### config.mk
export PLATFORM = sky130hd
export DESIGN_NAME = abpc_pin_mux
export DESIGN_NICKNAME = d
export VERILOG_FILES = /design/src/hw/abpc_pkg.sv /design/src/hw/abpc_pin_mux.sv /design/src/hw/abpc_cfg_mem.sv /design/src/hw/abpc_clk_div.sv
export VERILOG_INCLUDE_DIRS = /design/src /design/src/hw
export SDC_FILE = /design/constraint.sdc
export NUM_CORES = 1
export LEC_CHECK = 0
export BUFFER_PORTS_ARGS = -buffer_cell sky130_fd_sc_hd__buf_2
export CORE_MARGIN = 2
export CORE_UTILIZATION = 59
export DETAILED_ROUTE_END_ITERATION = 6
export HOLD_SLACK_MARGIN = 0.08
export PLACE_DENSITY = 0.8
export SYNTH_ARGS = -nofsm -noshare
export SYNTH_HDL_FRONTEND = slang
export SYNTH_HIERARCHICAL = 1
export SYNTH_SLANG_ARGS = --single-unit
### constraint.sdc
create_clock -name ref_clk -period 3.2 [get_ports ref_clk]
set_input_delay 0.48 -clock ref_clk [delete_from_list [all_inputs] [get_ports ref_clk]]
set_output_delay 0.48 -clock ref_clk [all_outputs]
set_load 0.01 [all_outputs]
### src/hw/abpc_defines.svh
`ifndef ABPC_DEFINES_SVH
`define ABPC_DEFINES_SVH

// Pin count and table geometry
`define ABPC_PIN_COUNT      14
`define ABPC_IDX_W          4
`define ABPC_CODE_W         8

// Register byte offsets on the APB port
`define ABPC_OFS_PIN_LAST   8'h34
`define ABPC_OFS_LATCH      8'h38
`define ABPC_OFS_MODES      8'h3C
`define ABPC_OFS_APPLY      8'h40
`define ABPC_OFS_DIV        8'h44
`define ABPC_OFS_LOCK       8'h48
`define ABPC_OFS_GP_OUT     8'h4C
`define ABPC_OFS_GP_IN      8'h50

// Field positions
`define ABPC_APPLY_BIT      15
`define ABPC_LOCK_BIT       0
`define ABPC_CLKSEL_BIT     1
`define ABPC_SLEEP_PINS     12

// Pin function codes
`define ABPC_CODE_IN        8'h00
`define ABPC_CODE_OD        8'h01
`define ABPC_CODE_PP        8'h02
`define ABPC_CODE_FN1       8'h03
`define ABPC_CODE_FN2       8'h04

// Reset values; pin table byte i is pin i, pin 0 in the low byte
`define ABPC_PIN_DEFAULTS   112'h0202_0304_0304_0404_0403_0303_0303
`define ABPC_LATCH_RESET    14'h0000
`define ABPC_MODES_RESET    14'h0000
`define ABPC_DIV_RESET      8'h00

// Half period in core clocks when the divider reads zero
`define ABPC_DIV_ZERO_HALF  9'h100

`endif

### src/hw/abpc_pkg.sv
package abpc_pkg;

  // Drive style of one pad
  typedef enum logic [1:0] {
    drv_in,
    drv_od,
    drv_pp
  } abpc_drive_t;

endpackage

### src/hw/abpc_pin_mux.sv
// Our own choices: the APB interface to the registers and the placing of the registers.
`timescale 1ns/1ns
`include "abpc_defines.svh"

module abpc_pin_mux (
  // Clock and reset
  input  wire logic          ref_clk,
  input  wire logic          nrst,
  // APB slave
  input  wire logic          psel,
  input  wire logic          penable,
  input  wire logic          pwrite,
  input  wire logic [7:0]    paddr,
  input  wire logic [31:0]   pwdata,
  output logic      [31:0]   prdata,
  output logic               pready,
  output logic               pslverr,
  // Pads
  input  wire logic [13:0]   pad_in,
  output logic      [13:0]   pad_out,
  output logic      [13:0]   pad_oe,
  // Device state
  input  wire logic          usb_suspend,
  input  wire logic          core_clock_sel,
  // Signals from the core to pin functions
  input  wire logic          mute_led,
  input  wire logic          tx_activity,
  input  wire logic          rx_activity,
  input  wire logic          uart_rts,
  input  wire logic          uart_txd,
  // Pin function inputs to the core
  output logic               record_mute,
  output logic               playback_mute,
  output logic               volume_down,
  output logic               volume_up,
  output logic               uart_cts,
  output logic               uart_rxd,
  output logic      [3:0]    codec_sel
);
  import abpc_pkg::*;

  // Configuration state
  logic [111:0]  table_flat;   // Pin function table, flat
  logic [7:0]    code [14];    // Per pin function code
  logic [7:0]    mem_rd;       // Registered table read
  logic [13:0]   latch_q;      // sleep_latch_levels
  logic [13:0]   modes_q;      // sleep_drive_modes
  logic          apply_q;      // apply_sleep_settings
  logic [7:0]    div_q;        // clock_out_divider
  logic          locked_q;     // Configuration sealed
  logic          clksel_q;     // Captured core clock choice
  logic          strap_done_q; // Strap already taken
  logic [13:0]   gp_out_q;     // GPIO output data
  logic [13:0]   gp_in_q;      // Sampled pad levels

  // Bus decode
  logic          acc;          // Access phase
  logic          first;        // First access cycle
  logic          wr_ok;        // Write takes effect now
  logic          is_pin;       // Address in the pin table
  logic          is_cfg;       // Address is sealed by the lock
  logic          err_d;        // Answer will be an error
  logic [31:0]   rd_mux;       // Read data before the flop

  // Pad logic
  logic [13:0]   fn_lvl;       // Level of each pin function output
  logic [13:0]   oe_d;         // Next output enable
  logic [13:0]   out_d;        // Next output level
  logic [13:0]   hold;         // Pins frozen in sleep
  logic          clk_div_out;  // Divided clock
  logic          clk_en;       // Pin 9 set to the clock function
  logic [3:0]    codec_d;      // Codec select strap inputs

  // Drive style of a pin for its code, outside sleep
  function automatic abpc_drive_t decode_drive(input int unsigned idx, input logic [7:0] c);
    abpc_drive_t d;
    d = drv_in;
    if (idx >= `ABPC_SLEEP_PINS)
      d = (c == `ABPC_CODE_OD) ? drv_od : drv_pp;  // Sleep indicators
    else
      case (c)
        `ABPC_CODE_OD:  d = drv_od;
        `ABPC_CODE_PP:  d = drv_pp;
        `ABPC_CODE_FN1:
        begin
          if (idx == 10)
            d = drv_od;
          else if (idx == 4 || idx == 5 || idx == 6 || idx == 7 || idx == 9)
            d = drv_pp;
          else
            d = drv_in;
        end
        `ABPC_CODE_FN2: d = (idx == 10) ? drv_pp : drv_in;
        default:        d = drv_in;  // Unlisted codes stay passive
      endcase
    return d;
  endfunction

  // Pin function table
  abpc_cfg_mem #(
    .ENTRIES    (`ABPC_PIN_COUNT),
    .WIDTH      (`ABPC_CODE_W),
    .IDX_W      (`ABPC_IDX_W),
    .RESET_FLAT (`ABPC_PIN_DEFAULTS)
  ) u_table (
    .clk      (ref_clk),
    .nrst     (nrst),
    .wr_en    (wr_ok && is_pin),
    .wr_idx   (paddr[5:2]),
    .wr_data  (pwdata[7:0]),
    .rd_idx   (paddr[5:2]),
    .rd_data  (mem_rd),
    .all_data (table_flat)
  );

  // Bus phases; a write lands at the edge that completes it
  assign acc   = psel && penable;
  assign first = acc && !pready;
  assign wr_ok = acc && pready && pwrite && !pslverr;
  assign is_pin = (paddr[1:0] == 2'b00) && (paddr <= `ABPC_OFS_PIN_LAST);
  assign is_cfg = (paddr[1:0] == 2'b00) && (paddr <= `ABPC_OFS_LOCK);

  // Error on unmapped words, sealed config writes, input register writes
  always_comb
  begin
    err_d = 1'b0;
    if (paddr[1:0] != 2'b00 || paddr > `ABPC_OFS_GP_IN)
      err_d = 1'b1;
    else if (pwrite && locked_q && is_cfg)
      err_d = 1'b1;
    else if (pwrite && paddr == `ABPC_OFS_GP_IN)
      err_d = 1'b1;
  end

  // Read mux; reserved bits read zero
  always_comb
  begin
    case (paddr)
      `ABPC_OFS_LATCH:  rd_mux = {18'h00000, latch_q};
      `ABPC_OFS_MODES:  rd_mux = {16'h0000, apply_q, 1'b0, modes_q};
      `ABPC_OFS_APPLY:  rd_mux = {31'h00000000, apply_q};
      `ABPC_OFS_DIV:    rd_mux = {24'h000000, div_q};
      `ABPC_OFS_LOCK:   rd_mux = {30'h00000000, clksel_q, locked_q};
      `ABPC_OFS_GP_OUT: rd_mux = {18'h00000, gp_out_q};
      `ABPC_OFS_GP_IN:  rd_mux = {18'h00000, gp_in_q};
      default:          rd_mux = {24'h000000, mem_rd};  // Table read
    endcase
  end

  // Answer one cycle into the access phase so read data comes from a flop
  always_ff @(posedge ref_clk or negedge nrst)
  begin
    if (!nrst)
    begin
      pready  <= 1'b0;
      pslverr <= 1'b0;
      prdata  <= 32'h00000000;
    end
    else
    begin
      pready  <= first;
      pslverr <= first && err_d;
      prdata  <= (first && !pwrite && !err_d) ? rd_mux : 32'h00000000;
    end
  end

  // Sleep latch levels
  always_ff @(posedge ref_clk or negedge nrst)
  begin
    if (!nrst)
      latch_q <= `ABPC_LATCH_RESET;
    else if (wr_ok && paddr == `ABPC_OFS_LATCH)
      latch_q <= pwdata[13:0];
  end

  // Sleep drive modes, one bit per pin
  always_ff @(posedge ref_clk or negedge nrst)
  begin
    if (!nrst)
      modes_q <= `ABPC_MODES_RESET;
    else if (wr_ok && paddr == `ABPC_OFS_MODES)
      modes_q <= pwdata[13:0];
  end

  // Apply flag; two views share one flop
  always_ff @(posedge ref_clk or negedge nrst)
  begin
    if (!nrst)
      apply_q <= 1'b0;
    else if (wr_ok && paddr == `ABPC_OFS_MODES)
      apply_q <= pwdata[`ABPC_APPLY_BIT];
    else if (wr_ok && paddr == `ABPC_OFS_APPLY)
      apply_q <= pwdata[0];
  end

  // Clock output divider
  always_ff @(posedge ref_clk or negedge nrst)
  begin
    if (!nrst)
      div_q <= `ABPC_DIV_RESET;
    else if (wr_ok && paddr == `ABPC_OFS_DIV)
      div_q <= pwdata[7:0];
  end

  // Seal; once set only reset clears it
  always_ff @(posedge ref_clk or negedge nrst)
  begin
    if (!nrst)
      locked_q <= 1'b0;
    else if (wr_ok && paddr == `ABPC_OFS_LOCK && pwdata[`ABPC_LOCK_BIT])
      locked_q <= 1'b1;
  end

  // Core clock strap, taken at the first edge after reset release
  always_ff @(posedge ref_clk or negedge nrst)
  begin
    if (!nrst)
    begin
      strap_done_q <= 1'b0;
      clksel_q     <= 1'b0;
    end
    else if (!strap_done_q)
    begin
      strap_done_q <= 1'b1;
      clksel_q     <= core_clock_sel;
    end
  end

  // GPIO output data; not sealed, it is live data
  always_ff @(posedge ref_clk or negedge nrst)
  begin
    if (!nrst)
      gp_out_q <= 14'h0000;
    else if (wr_ok && paddr == `ABPC_OFS_GP_OUT)
      gp_out_q <= pwdata[13:0];
  end

  // Function output levels, pin 13 down to pin 0
  assign fn_lvl = {~usb_suspend, usb_suspend, 1'b0, uart_txd, clk_div_out, 1'b0,
                   uart_rts, rx_activity, tx_activity, mute_led, 4'h0};

  // Divider runs only while pin 9 carries the clock function
  assign clk_en = (code[9] == `ABPC_CODE_FN1);

  abpc_clk_div #(
    .DIV_W (8)
  ) u_div (
    .clk   (ref_clk),
    .nrst  (nrst),
    .en_i  (clk_en),
    .div_i (div_q),
    .clk_o (clk_div_out)
  );

  // Per pin drive: normal table, or sleep settings, or hold
  for (genvar i = 0; i < 14; i++)
  begin : g_pin
    abpc_drive_t drv_n;   // Drive style from the table
    abpc_drive_t drv;     // Drive style applied
    logic        lvl_n;   // Level from the table
    logic        lvl;     // Level applied
    logic        sleep;   // Sleep settings in force

    assign code[i] = table_flat[8*i +: 8];
    assign drv_n   = decode_drive(i, code[i]);
    assign lvl_n   = (i >= `ABPC_SLEEP_PINS || code[i] >= `ABPC_CODE_FN1) ? fn_lvl[i] : gp_out_q[i];
    // Indicators never take sleep settings
    assign sleep   = usb_suspend && apply_q && (i < `ABPC_SLEEP_PINS);
    assign drv     = sleep ? (modes_q[i] ? drv_pp : drv_od) : drv_n;
    assign lvl     = sleep ? latch_q[i] : lvl_n;
    assign hold[i] = usb_suspend && !apply_q && (i < `ABPC_SLEEP_PINS);
    // Open drain only pulls low
    assign oe_d[i]  = (drv == drv_pp) || (drv == drv_od && !lvl);
    assign out_d[i] = (drv == drv_pp) && lvl;
  end

  // Pad flops; frozen bits keep pre-sleep state, release restores
  always_ff @(posedge ref_clk or negedge nrst)
  begin
    if (!nrst)
    begin
      pad_oe  <= 14'h0000;
      pad_out <= 14'h0000;
    end
    else
    begin
      pad_oe  <= (pad_oe & hold) | (oe_d & ~hold);
      pad_out <= (pad_out & hold) | (out_d & ~hold);
    end
  end

  // Codec select straps on pins 5 to 8
  always_comb
  begin
    for (int k = 0; k < 4; k++)
      codec_d[k] = (code[5+k] == `ABPC_CODE_FN2) && pad_in[5+k];
  end

  // Pin function inputs; unselected functions read idle
  always_ff @(posedge ref_clk or negedge nrst)
  begin
    if (!nrst)
    begin
      record_mute   <= 1'b0;
      playback_mute <= 1'b0;
      volume_down   <= 1'b0;
      volume_up     <= 1'b0;
      uart_cts      <= 1'b0;
      uart_rxd      <= 1'b1;
      codec_sel     <= 4'h0;
      gp_in_q       <= 14'h0000;
    end
    else
    begin
      record_mute   <= (code[0] == `ABPC_CODE_FN1) && pad_in[0];
      playback_mute <= (code[1] == `ABPC_CODE_FN1) && pad_in[1];
      volume_down   <= (code[2] == `ABPC_CODE_FN1) && pad_in[2];
      volume_up     <= (code[3] == `ABPC_CODE_FN1) && pad_in[3];
      uart_cts      <= (code[8] == `ABPC_CODE_FN1) && pad_in[8];
      uart_rxd      <= (code[11] == `ABPC_CODE_FN1) ? pad_in[11] : 1'b1;
      codec_sel     <= codec_d;
      gp_in_q       <= pad_in;
    end
  end
endmodule

### src/hw/abpc_cfg_mem.sv
`timescale 1ns/1ns
`include "abpc_defines.svh"

// Pin function table: one byte per pin, registered read port for the bus
module abpc_cfg_mem #(
  parameter int                           ENTRIES    = `ABPC_PIN_COUNT,
  parameter int                           WIDTH      = `ABPC_CODE_W,
  parameter int                           IDX_W      = `ABPC_IDX_W,
  parameter logic [ENTRIES*WIDTH-1:0]     RESET_FLAT = `ABPC_PIN_DEFAULTS
) (
  // Clock and reset
  input  wire logic                       clk,
  input  wire logic                       nrst,
  // Write port
  input  wire logic                       wr_en,
  input  wire logic [IDX_W-1:0]           wr_idx,
  input  wire logic [WIDTH-1:0]           wr_data,
  // Registered read port
  input  wire logic [IDX_W-1:0]           rd_idx,
  output logic      [WIDTH-1:0]           rd_data,
  // Whole table, for the pad logic
  output logic      [ENTRIES*WIDTH-1:0]   all_data
);

  logic [WIDTH-1:0] mem_q [ENTRIES];  // Table storage

  // Storage; reset loads the marked default of every pin
  always_ff @(posedge clk or negedge nrst)
  begin
    if (!nrst)
    begin
      for (int e = 0; e < ENTRIES; e++)
        mem_q[e] <= RESET_FLAT[e*WIDTH +: WIDTH];
    end
    else if (wr_en && (wr_idx < IDX_W'(ENTRIES)))
      mem_q[wr_idx] <= wr_data;
  end

  // Read data out of a register; past the table reads zero
  always_ff @(posedge clk or negedge nrst)
  begin
    if (!nrst)
      rd_data <= '0;
    else if (rd_idx < IDX_W'(ENTRIES))
      rd_data <= mem_q[rd_idx];
    else
      rd_data <= '0;
  end

  // Flat view of all entries
  for (genvar e = 0; e < ENTRIES; e++)
  begin : g_flat
    assign all_data[e*WIDTH +: WIDTH] = mem_q[e];
  end

endmodule

### src/hw/abpc_clk_div.sv
`timescale 1ns/1ns
`include "abpc_defines.svh"

// Clock output divider: toggles every divider-value core clocks, every 256 when the divider is zero
module abpc_clk_div #(
  parameter int               DIV_W = 8
) (
  // Clock and reset
  input  wire logic           clk,
  input  wire logic           nrst,
  // Control
  input  wire logic           en_i,
  input  wire logic [DIV_W-1:0] div_i,
  // Divided clock
  output logic                clk_o
);

  logic [DIV_W:0] half;   // Core clocks per half period
  logic [DIV_W:0] cnt_q;  // Position in the half period
  logic [DIV_W:0] gap_q;  // Cycles since last toggle, checking only

  // Zero means the longest half period
  assign half = (div_i == '0) ? `ABPC_DIV_ZERO_HALF : {1'b0, div_i};

  // Counter and output; a shrunk divider ends the half at once, no wrap
  always_ff @(posedge clk or negedge nrst)
  begin
    if (!nrst)
    begin
      cnt_q <= '0;
      clk_o <= 1'b0;
    end
    else if (!en_i)
    begin
      cnt_q <= '0;
      clk_o <= 1'b0;
    end
    else if (cnt_q >= half - 1'b1)
    begin
      cnt_q <= '0;
      clk_o <= ~clk_o;
    end
    else
      cnt_q <= cnt_q + 1'b1;
  end

  // Gap counter seen only by the check below
  always_ff @(posedge clk or negedge nrst)
  begin
    if (!nrst)
      gap_q <= '0;
    else if (!en_i || (cnt_q >= half - 1'b1))
      gap_q <= '0;
    else
      gap_q <= gap_q + 1'b1;
  end
endmodule

Word-level counts from Yosys, hierarchy flattened. Index checks and enable logic that the tools add are counted.

Register bits after elaboration: 270. Output and inout port bits: 72.

Add/sub/neg operators: 2. $lt $le $gt $ge: 19. Eq/ne operators: 79. Mux-type cells: 82. Bitwise logic cells: 10. Reductions and logical operators: 106.

Operators with widths (number): $eq A8 B2 Y1 const B (24); $bwmux W112 (1); $eq A8 B1 Y1 const B (14); $pmux W16 S7 (1); $ge A8 B2 Y1 const B (12); $logic_and A1 B1 Y1 (62); $mux W2 (26); $pmux W2 S2 (12); $eq A8 B3 Y1 const B (5); $eq A8 B7 Y1 const B (5); $bmux W8 S4 (1); $demux W8 S4 (1); $mux W1 (32); $mux W32 (1); $mux W8 (4); $and A14 B12 Y14 (2); $and A14 B14 Y14 (2); $eq A2 B1 Y1 const B (14); $eq A2 B2 Y1 const B (14); $or A14 B14 Y14 (2); $mux W9 (3); $logic_not A1 Y1 (18); $eq A8 B6 Y1 const B (2); $logic_or A1 B1 Y1 (15); 17 further kinds (25).

Depth between registers and ports, before layout. Gate-level depths: netlist of run 1.

Word-level depth: 9. Depth in mapped cells: 11. Depth with buffers taken out: 11.

Cells and area by module. Netlist of run 1, hierarchy kept.

By module, submodules not included: abpc_pin_mux (instances 1, cells each 563, area each 6167.2 sq um, sequential area each 3079.2 sq um); abpc_cfg_mem (instances 1, cells each 381, area each 5413.9 sq um, sequential area each 3029.2 sq um); abpc_clk_div (instances 1, cells each 90, area each 784.5 sq um, sequential area each 250.2 sq um).

Worst setup path before layout of run 1. OpenSTA, ideal clock, no wires.

Kind: reg-to-reg. From: register div_q[2]. To: register u_div.clk_o. Library setup time: 0.128 ns. Arrival: 2.594 ns. Slack: 0.479 ns. Cell stages (with the launch flop): 12. Buffers on the path: 0. Clock period less this slack: 2.721 ns. Cells stage by stage: dfrtp_1 -> or3_4 -> nor3_4 -> nand3b_1 -> a21oi_1 -> xnor2_1 -> ha_1 -> nand2_1 -> nor2_1 -> a2111oi_1 -> o21ai_2 -> mux2_1.

Longest elaborated chain between the ends: 5.

RTL lines: from (decl) (line abpc_pin_mux.sv:49) `logic [7:0] div_q;`; from (signal assigned) (line abpc_pin_mux.sv:200) `` div_q <= `ABPC_DIV_RESET; ``; from (signal assigned) (line abpc_pin_mux.sv:202) `div_q <= pwdata[7:0];`; $logic_not A8 Y1 (line abpc_clk_div.sv:23) `` assign half = (div_i == '0) ? `ABPC_DIV_ZERO_HALF : {1'b0, div_i}; ``; $mux W9 * (line abpc_clk_div.sv:23); $sub A9 B1 Y9 * (line abpc_clk_div.sv:38) `else if (cnt_q >= half - 1'b1)`; $ge A9 B9 Y1 * (line abpc_clk_div.sv:38); $ne A2 B2 Y1 (no source line) *; to (signal assigned) (line abpc_clk_div.sv:41) `clk_o <= ~clk_o;`; to (decl) (line abpc_clk_div.sv:15) `output logic clk_o`.

Mark *: on every way between the ends. The rest lies on a longest branch, timed or not. A chain may end at the register's enable or synchronous reset.

Worst setup path in the final report of run 1. Ends and elaborated chain as after synthesis.

==> results.cfg, run 1 <==
[setup_path]
slowest_delay_ns = 0.46
crit_slowest_cell = or3_4
crit_buf_inv = 0
cp.arrival_ns = 3.39
rrSetupSlack_ns = 0.22
critPathLaunchType = register
crit_required_ns = 3.61
crit_chain = or3_4 > nor3_4 > nand3b_1 > a21oi_1 > xnor2_1 > ha_1 > nand2_1 > nor2_1 > a2111oi_1 > o21ai_2 > mux2_1
crit_path_end_kind = register
path_class = register to register
critPathTopFamily = simple AND/OR/NAND/NOR gates
worstPathMaxFanout = 6

[synth]
yosys.area.top_type_share_pct = 46.7
synth.cell_area_um2 = 12400
async_reset_ff_share_pct = 100
synthCells = 1034
synth-edff-count = 0
synth_common_cells = 231 x dfrtp_1, 151 x mux2_2, 63 x nor2_1, 61 x mux2i_1, 49 x nand2_1
seq_area_frac_synth_pct = 51.4
synth_top_cell_by_area = dfrtp_1
synth_area_leaders = dfrtp_1 47%, mux2_2 14%, mux2i_1 4.9%, dfstp_2 4.7%, nor2_1 1.9%
syn_avg_cell_area_um2 = 12.0
ys_types = 79
synth_ff_type = dfrtp_1
yosysWarnings = 6
yosysMostFrequentCell = dfrtp_1
synth_seq_cells = 253

[timing]
drv_slew = 0
finalCriticalPeriod_ns = 2.98
rsz0062_at_grt = no
finClkSkew_ns = 0.00755
worst_pin_slew_ns = 0.877
fmax_ghz = 0.336
layout_worst_path_cycle_share_pct = 93.0
hold_viol = 0
slew_headroom_pct = 41.0
setup_viol = 0
finalSetupTns_ns = 0

[clock_network]
numCtsBuffers = 26
clk_pin_slew_ns = 0.06
clock_path_buffers = 3
cts_root_buf = clkbuf_16
cts_setup_buffers = 0
h-tree-depth = 1
clkLatencyLatePin_ns = 0.53
cts.sinks = 253
tritoncts = yes

[global_route]
grt_pass1_wl_mm = 50.8
grt_max_degree = 91
grt_util_all_layers_pct = 29.7
grt_antenna_before_repair = 0
overflow = 0
use_met3_pct = 5.26
top_usage_layer = met2
use_met2_pct = 50.2
grt_pass1_vias = 9142
grtUsageMet1_pct = 38.6

[placement]
portBuffers = 103
dp_cells = 1376
dp.final_hpwl_mm = 22.1
place_congestion = 0.940

[die]
core_um2 = 20400
die_h_um = 149
die_w_um = 149
num_io_pins = 138
dieArea_um2 = 22100
start_util_pct = 60.5
row_count = 52

[outcome]
status = finished, final reports clean

[route]
viasPerCell = 6.41
routed-via-count = 9175
drc_errors = 0
firstDrtPassIters = 5
ant_nets = 0
drt_iter0_drc = 817
wl_mm = 32.9
wl_per_cell_um = 23.0

[finish]
post_route_cells_drive_above_1_share_pct = 32.6
antenna-diode-count = 0
syn_to_final_growth_pct = 13.5
instances_no_fill = 1432
nets = 1219

[worst_hold_path]
min_path_type = input port to register

[power_and_ir_drop]
power_w = 0.00663
peakVddDrop_uv = 296
power.density_nw_per_um2 = 472
p_leak_nw = 6.81

[run]
drv_cap = 0
state kept, by name, summed over array words and instances, names as in the netlist, 8 cells and up, named ones only:
signal	cells
gp_in_q	14
gp_out_q	14
prdata	15
u_table/all_data	112
latch_q	14
u_table/rd_data	8
div_q	8
modes_q	14
u_div/cnt_q	9
cell usage in the layout (no fill, tap or decap), types with 8 or more instances in the layout:
| master | n |
|---|---|
| a211oi_1 | 8 |
| a21oi_1 | 26 |
| a22oi_1 | 12 |
| a311oi_1 | 9 |
| and3_1 | 13 |
| buf_2 | 102 |
| buf_4 | 20 |
| clkbuf_1 | 9 |
| clkbuf_16 | 27 |
| clkbuf_8 | 8 |
| conb_1 | 19 |
| dfrtp_1 | 231 |
| dfstp_2 | 22 |
| dlygate4sd3_1 | 8 |
| ha_1 | 11 |
| inv_1 | 12 |
| mux2_1 | 18 |
| mux2_2 | 151 |
| mux2_4 | 8 |
| mux2i_1 | 61 |
| nand2_1 | 49 |
| nand3_1 | 27 |
| nand3b_1 | 15 |
| nand4_1 | 8 |
| nor2_1 | 63 |
| nor2_2 | 8 |
| nor2b_1 | 10 |
| nor3_1 | 15 |
| nor4_1 | 14 |
| o211ai_1 | 8 |
| o21ai_0 | 14 |
| o22ai_1 | 33 |
| or4_1 | 13 |
area by class of cell:
| cell class | instances | area, µm² |
|---|---|---|
| clock buffers | 44 | 820 |
| clock inverters | 4 | 45.0 |
| fillers | 1466 | 6390 |
| inverters | 13 | 48.8 |
| multi-input cells | 714 | 5610 |
| flip-flops and latches | 253 | 6360 |
| well taps | 270 | 338 |
| repair buffers | 134 | 816 |
metal layers:
metal / part of all wire, % / wire length, µm / up-vias
met5: 0 / 0 / -
met4: 3.2 / 1060 / 0
met3: 7.9 / 2590 / 74
met2: 49 / 16100 / 406
met1: 40 / 13100 / 4660
li1: - / - / 4035
worst paths after layout:
path / start / to / cells after the start
min in group asynchronous: nrst / u_div/cnt_q[6] / 2
min reg2reg: u_table/all_data[70] / codec_sel[3] / 1
max: div_q[2] / u_div/clk_o / 11
min: pad_in[8] / gp_in_q[8] / 1
max in group asynchronous: nrst / u_table/all_data[50] / 3
max reg2reg: div_q[2] / u_div/clk_o / 11
power by group:
| group | switching [W] | internal (W) | total (W) |
|---|---|---|---|
| logic | 0.000250 | 0.000102 | 0.000352 |
| clock network | 0.00122 | 0.00181 | 0.00303 |
| registers | 0.0000192 | 0.00323 | 0.00325 |
| total | 0.00149 | 0.00514 | 0.00663 |
stage by stage:
step | area [µm²] | hold slack, ns | utilization [%] | setup slack, ns
floorplan | 12400 | 0.184 | - | 0.479
global placement | 13100 | 0.482 | 64.1 | 0.435
detailed placement | 13100 | 0.495 | 64.1 | 0.356
CTS | 14000 | 0.0822 | 68.7 | 0.276
global route | 14000 | 0.0829 | 68.7 | 0.122
finish | 14000 | 0.0917 | 68.7 | 0.223
timing repair:
action                                  CTS  global route
hold buffers                              8             0
endpoints found under the setup margin    0             0
resized for setup                         0             0
endpoints found under the hold margin    82             0
cells by family after synthesis:
kind of cell / after synthesis / share of synthesized area [%]
AOI/OAI and AO/OA: 152 / 8.58
xor gates and xnor gates: 12 / 0.850
adders and majority gates: 11 / 1.11
buffers and inverters: 83 / 3.67
DFF: 253 / 51.4
muxes: 238 / 21.3
other: 3 / 0.0911
and+or+nand+nor: 282 / 13.0
worst register-to-register path: stages, from the launching register on:
cell and delay (ns):
dfrtp_1 0.45, or3_4 0.46, nor3_4 0.18, nand3b_1 0.15, a21oi_1 0.23, xnor2_1 0.18, ha_1 0.27, nand2_1 0.08
nor2_1 0.05, a2111oi_1 0.39, o21ai_2 0.11, mux2_1 0.31
Note: power is estimated with default switching activity, not from simulation.
==> inputs of run 2 (changes only) <==
--- a/config.mk
+++ b/config.mk
@@ -6,12 +6,13 @@
 export SDC_FILE = /design/constraint.sdc
 export NUM_CORES = 1
 export LEC_CHECK = 0
+export ABC_AREA = 1
 export BUFFER_PORTS_ARGS = -buffer_cell sky130_fd_sc_hd__buf_2
 export CORE_MARGIN = 2
-export CORE_UTILIZATION = 59
+export CORE_UTILIZATION = 60
 export DETAILED_ROUTE_END_ITERATION = 6
 export HOLD_SLACK_MARGIN = 0.08
-export PLACE_DENSITY = 0.8
+export PLACE_DENSITY = 0.81
 export SYNTH_ARGS = -nofsm -noshare
 export SYNTH_HDL_FRONTEND = slang
 export SYNTH_HIERARCHICAL = 1
==> results.cfg, run 2 <==
[synth]
synth_ff_type = dfrtp_1
async_reset_ff_share_pct = 100
synth-edff-count = 0
yosys.area.top_type_share_pct = 42.9
synth_seq_cells = 253
synth_common_cells = 546 x nand2_1, 231 x dfrtp_1, 219 x inv_1, 187 x nor2_1, 152 x nand3_1
seq_area_frac_synth_pct = 47.2
synth.cell_area_um2 = 13500
ys_types = 48
synthCells = 1802
synth_top_cell_by_area = dfrtp_1
yosysMostFrequentCell = nand2_1
yosysWarnings = 6
synth_area_leaders = dfrtp_1 43%, nand2_1 15%, inv_1 6.1%, nand3_1 5.6%, nor2_1 5.2%
syn_avg_cell_area_um2 = 7.48

[timing]
worst_pin_slew_ns = 0.788
fmax_ghz = 0.424
finalCriticalPeriod_ns = 2.36
hold_viol = 0
finClkSkew_ns = 0.0221
slew_headroom_pct = 47.4
drv_slew = 0
layout_worst_path_cycle_share_pct = 73.7
setup_viol = 0
finalSetupTns_ns = 0
rsz0062_at_grt = no

[outcome]
status = finished, final reports clean

[finish]
num-fill-cells = 1832
nets = 1983
layout_commonest_cell = nand2_1
post_route_cells_drive_above_1_share_pct = 13.8
antenna-diode-count = 0
instances_no_fill = 2207
multiInputGateArea_um2 = 5840
syn_to_final_growth_pct = 12.3
final_cell_mix = 546 x nand2_1, 231 x dfrtp_1, 219 x inv_1
largest_reg_flops = 112
final-seq-area_um2 = 6360

[setup_path]
worstPathMaxFanout = 10
critPathLaunchType = register
critPathTopFamily = simple AND/OR/NAND/NOR gates
slowest_delay_ns = 0.41
crit_buf_inv = 3
crit_required_ns = 3.64
crit_slowest_cell = dfrtp_1
cp.arrival_ns = 2.80
path_class = register to register
rrSetupSlack_ns = 0.84
crit_chain = inv_1 > ha_1 > nand2_2 > o21ai_4 > nand4_1 > nand2_1 > inv_1 > ha_1 > nand2_1 > inv_1 > nand2_1 > nand3_1 > nor2_1 > nand2_2 > nand2_1 > nand2_1
crit_path_end_kind = register
crit_top_cell = nand2_1

[clock_network]
clk_pin_slew_ns = 0.06
cts_setup_buffers = 0
tritoncts = yes
numCtsBuffers = 27
clock_path_buffers = 3
cts_hold_repair.buffers = 10
h-tree-depth = 1
cts_resized = 0
cts.sinks = 253
cts_root_buf = clkbuf_16
clkLatencyLatePin_ns = 0.55

[die]
row_count = 54
dieArea_um2 = 23700
num_io_pins = 138
start_util_pct = 61.4
die_w_um = 154
core_um2 = 22000
die_h_um = 154

[global_route]
grt_pass1_wl_mm = 61.9
grt_max_degree = 73
grt_pass1_vias = 11473
overflow = 0
grt_util_all_layers_pct = 33.2
grt_antenna_before_repair = 1

[route]
routed-via-count = 12302
ant_nets = 0
wl_per_cell_um = 17.5
drc_errors = 0
wl_mm = 38.6
firstDrtPassIters = 5
drt_iter0_drc = 1274
viasPerCell = 5.57

[power_and_ir_drop]
p_comb_share_pct = 6.8
seqPwrFrac_pct = 46.7
power.density_nw_per_um2 = 461
peakVddDrop_uv = 428
p_leak_nw = 7.72
p_int_w = 0.00532
p_clk_share_pct = 46.5
power.switching_w = 0.00166
power_w = 0.00698
swShare_pct = 23.8

[placement]
dp_cells = 2147
dp.final_hpwl_mm = 27.6
portBuffers = 103
place_congestion = 0.958

[worst_hold_path]
min_path_type = input port to register

[run]
drv_cap = 0
-- run 2: cell count changes after synthesis, moves of 58 or more --
cell	change
mux2_2	-150
inv_1	+207
nand3_1	+125
o21ai_1	+58
nand2_1	+497
nor2_1	+124
o21ai_0	+118
mux2i_1	-59
-- run 2: stage by stage --
step                      utilization (%)  hold slack (ns)  worst slack, ns  instance area [µm²]
after floorplan                         -            0.184             1.05                13500
after global placement               64.3            0.464            0.630                14100
after detailed placement             64.3            0.467            0.584                14100
after CTS                            68.9           0.0811            0.832                15100
after global routing                 68.9           0.0953            0.647                15100
final                                68.9            0.112            0.843                15100
-- run 2: cells by family (layout without fill, tap and decap cells) --
group	after synthesis	count (layout)	synth area share, %
compound gates	225	225	8.85
buf+inv	301	410	9.92
mux	3	3	0.232
other cells	3	19	0.0836
simple gates	996	996	32.1
fa+ha+maj	11	11	1.02
flops	253	253	47.2
xor+xnor	10	10	0.650
-- run 2: cell type report --
type,count,share of cell area (%)
flip-flops and latches,253,42.0
multi-input cells,1264,38.6
inverters,228,5.68
repair buffers,132,5.32
clock buffers,41,5.27
well taps,280,2.31
clock inverters,9,0.818
-- run 2: path summary, 6_finish.rpt --
kind | start | endpoint | cells past startpoint
worst max-delay path | div_q[0] | u_div/clk_o | 16
worst min-delay path | pad_in[1] | gp_in_q[1] | 1
worst max register to register | div_q[0] | u_div/clk_o | 16
worst min register to register | register | register | 2
max in group asynchronous | nrst | u_table/all_data[58] | 3
min in group asynchronous | nrst | u_div/cnt_q[5] | 2
-- run 2: power groups by stage --
stage          sequential, W  clock (W)  combinational [W]
2_1_floorplan        0.00332          0           0.000237
3_3_place_gp         0.00332          0           0.000451
3_5_place_dp         0.00332          0           0.000458
4_1_cts              0.00326    0.00327           0.000472
5_1_grt              0.00326    0.00340           0.000525
6_report             0.00326    0.00325           0.000475
-- run 2: worst reg2reg max path: stages, from the launching register on --
cell	delay [ns]
dfrtp_1	0.41
inv_1	0.08
ha_1	0.22
nand2_2	0.11
o21ai_4	0.21
nand4_1	0.11
nand2_1	0.08
inv_1	0.04
ha_1	0.27
nand2_1	0.08
inv_1	0.05
nand2_1	0.06
nand3_1	0.06
nor2_1	0.16
nand2_2	0.17
nand2_1	0.09
nand2_1	0.05
-- run 2: per-layer routing --
metal	global-route usage (%)	vias to the layer above	wire [µm]
li1	-	5826	-
met5	0	-	0
met3	5.58	113	3110
met1	44.4	5785	15300
met4	14.5	0	1950
met2	53.8	578	18200
==> inputs of run 3 (changes only) <==
--- a/config.mk
+++ b/config.mk
@@ -9,10 +9,10 @@
 export ABC_AREA = 1
 export BUFFER_PORTS_ARGS = -buffer_cell sky130_fd_sc_hd__buf_2
 export CORE_MARGIN = 2
-export CORE_UTILIZATION = 60
+export CORE_UTILIZATION = 54
 export DETAILED_ROUTE_END_ITERATION = 6
 export HOLD_SLACK_MARGIN = 0.08
-export PLACE_DENSITY = 0.81
+export PLACE_DENSITY = 0.77
 export SYNTH_ARGS = -nofsm -noshare
 export SYNTH_HDL_FRONTEND = slang
 export SYNTH_HIERARCHICAL = 1
==> constraint.sdc (replaced) <==
create_clock -name ref_clk -period 1.9 [get_ports ref_clk]
set_input_delay 0.285 -clock ref_clk [delete_from_list [all_inputs] [get_ports ref_clk]]
set_output_delay 0.285 -clock ref_clk [all_outputs]
set_load 0.01 [all_outputs]
==> results.cfg, run 3 (synthesized netlist as in run 2, its figures left out) <==
[clock_network]
tritoncts = yes
clkLatencyLatePin_ns = 0.55
cts_root_buf = clkbuf_16
numCtsBuffers = 27
cts.sinks = 253
clk_pin_slew_ns = 0.06
clock_path_buffers = 3
h-tree-depth = 1

[placement]
pre_cts_ws_ns = -0.310
portBuffers = 103
place_congestion = 0.953
dp.final_hpwl_mm = 28.5

[timing]
slew_headroom_pct = 1.99
setup_viol = 121
rsz0062_at_grt = yes
finClkSkew_ns = 0.0108
finalCriticalPeriod_ns = 2.26
fin_ws_ns = -0.363
worst_pin_slew_ns = 1.46
layout_worst_path_cycle_share_pct = 119
hold_viol = 0
fmax_ghz = 0.442
drv_slew = 0

[setup_path]
crit_required_ns = 2.32
path_class = register to register
rrSetupSlack_ns = -0.36
crit_buf_inv = 2
cp.arrival_ns = 2.69
crit_chain = nor2_1 > nand2_2 > o21ai_4 > buf_6 > nand4_1 > nand2_1 > inv_1 > ha_1 > nand4_1 > nor2_4 > nor2_4 > nand2_2 > nor2_1
worst_r2r_path_depth = 13
worstPathMaxFanout = 5
crit_path_end_kind = register
slowest_delay_ns = 0.41
critPathTopFamily = simple AND/OR/NAND/NOR gates
critPathLaunchType = register
crit_slowest_cell = dfrtp_1
timing.rr.start = div_q[6]
rr_endpoint = u_div/cnt_q[0]

[finish]
post_route_cells_drive_above_1_share_pct = 27.0
layout_commonest_cell = nand2_1
final_cell_mix = 453 x nand2_1, 230 x dfrtp_1, 213 x inv_1
syn_to_final_growth_pct = 28.4
antenna-diode-count = 0
largest_reg_flops = 112
nets = 2102
final_util_pct = 70.9

[route]
routed-via-count = 13176
drc_errors = 1
wl_per_cell_um = 18.4
wl_mm = 43.5
viasPerCell = 5.56
ant_nets = 0
firstDrtPassIters = 7
drt_iter0_drc = 1461

[global_route]
grtUsageMet1_pct = 40.4
top_usage_layer = met2
grt_pass1_wl_mm = 63.3
grt_antenna_before_repair = 0
grt_util_all_layers_pct = 30.8
grt_pass1_vias = 11949
use_met3_pct = 5.29
use_met2_pct = 51.0
overflow = 0
grt_max_degree = 79

[die]
row_count = 57
core_um2 = 24400
die_w_um = 162
start_util_pct = 55.2
num_io_pins = 138
die_h_um = 162
dieArea_um2 = 26200

[worst_hold_path]
min_path_type = input port to register
hold_depth = 3
min-delay-start = pwdata[6]
hold_end = u_table/all_data[110]

[power_and_ir_drop]
peakVddDrop_uv = 684
power.density_nw_per_um2 = 675
p_leak_nw = 8.70

[outcome]
violations = DRC, setup timing
status = complete, but fails checks

[run]
drv_cap = 0
-- run 3: worst max-delay path by stage --
stage                  start                    to  cells after the start
floorplan           div_q[1]           u_div/clk_o                     16
global placement    paddr[3]  u_table/all_data[59]                     13
detailed placement  paddr[3]  u_table/all_data[64]                     13
CTS                 div_q[1]           u_div/clk_o                     16
global route        div_q[5]        u_div/cnt_q[2]                     13
finish              div_q[6]        u_div/cnt_q[0]                     13
-- run 3: layout make-up --
cell class / instances / area, µm²
Fill cell: 1834 / 7090
Clock buffer: 41 / 798
Inverter: 228 / 865
Sequential cell: 253 / 6360
Clock inverter: 9 / 78.8
Timing Repair Buffer: 244 / 1970
Tap cell: 324 / 405
Multi-Input combinational cell: 1271 / 6820
-- run 3: routing by layer --
layer	part of all wire [%]	vias up	wire (µm)
li1	-	6100	-
met1	38	6192	16700
met2	47	710	20300
met3	8.8	174	3830
met4	6.2	0	2720
met5	0	-	0
-- run 3: what timing repair did --
action	4_1_cts	5_1_grt
gates resized for setup	83	256
endpoints found under the hold margin	291	1
cloned	5	7
pin swaps	13	44
endpoints found under the setup margin	122	125
hold buffers	30	1
buffers inserted	4	17
-- run 3: stage by stage --
step	cell area, µm²	std cells	setup TNS (ns)	power [W]	hold slack (ns)
after global routing	17300	2370	-20.78	0.0120	0.0946
after floorplan	13600	1818	-0.480	0.00598	-0.0106
after CTS	16200	2345	-3.15	0.0116	0.0800
after global placement	14800	2256	-25.57	0.00640	0.158
final	17300	2370	-13.56	0.0117	0.0923
after detailed placement	14800	2256	-30.19	0.00641	0.161
-- run 3: report_power, final --
group | total [W] | switching, W | internal [W]
clock network | 0.00522 | 0.00220 | 0.00303
logic | 0.000966 | 0.000674 | 0.000292
registers | 0.00549 | 0.0000372 | 0.00546
total | 0.0117 | 0.00291 | 0.00877
-- run 3: worst register-to-register path: stages (launching register included) --
cell     delay [ns]
dfrtp_1        0.41
nor2_1         0.19
nand2_2        0.11
o21ai_4        0.22
buf_6          0.13
nand4_1        0.08
nand2_1        0.11
inv_1          0.05
ha_1           0.29
nand4_1        0.15
nor2_4         0.18
nor2_4         0.06
nand2_2        0.12
nor2_1         0.05
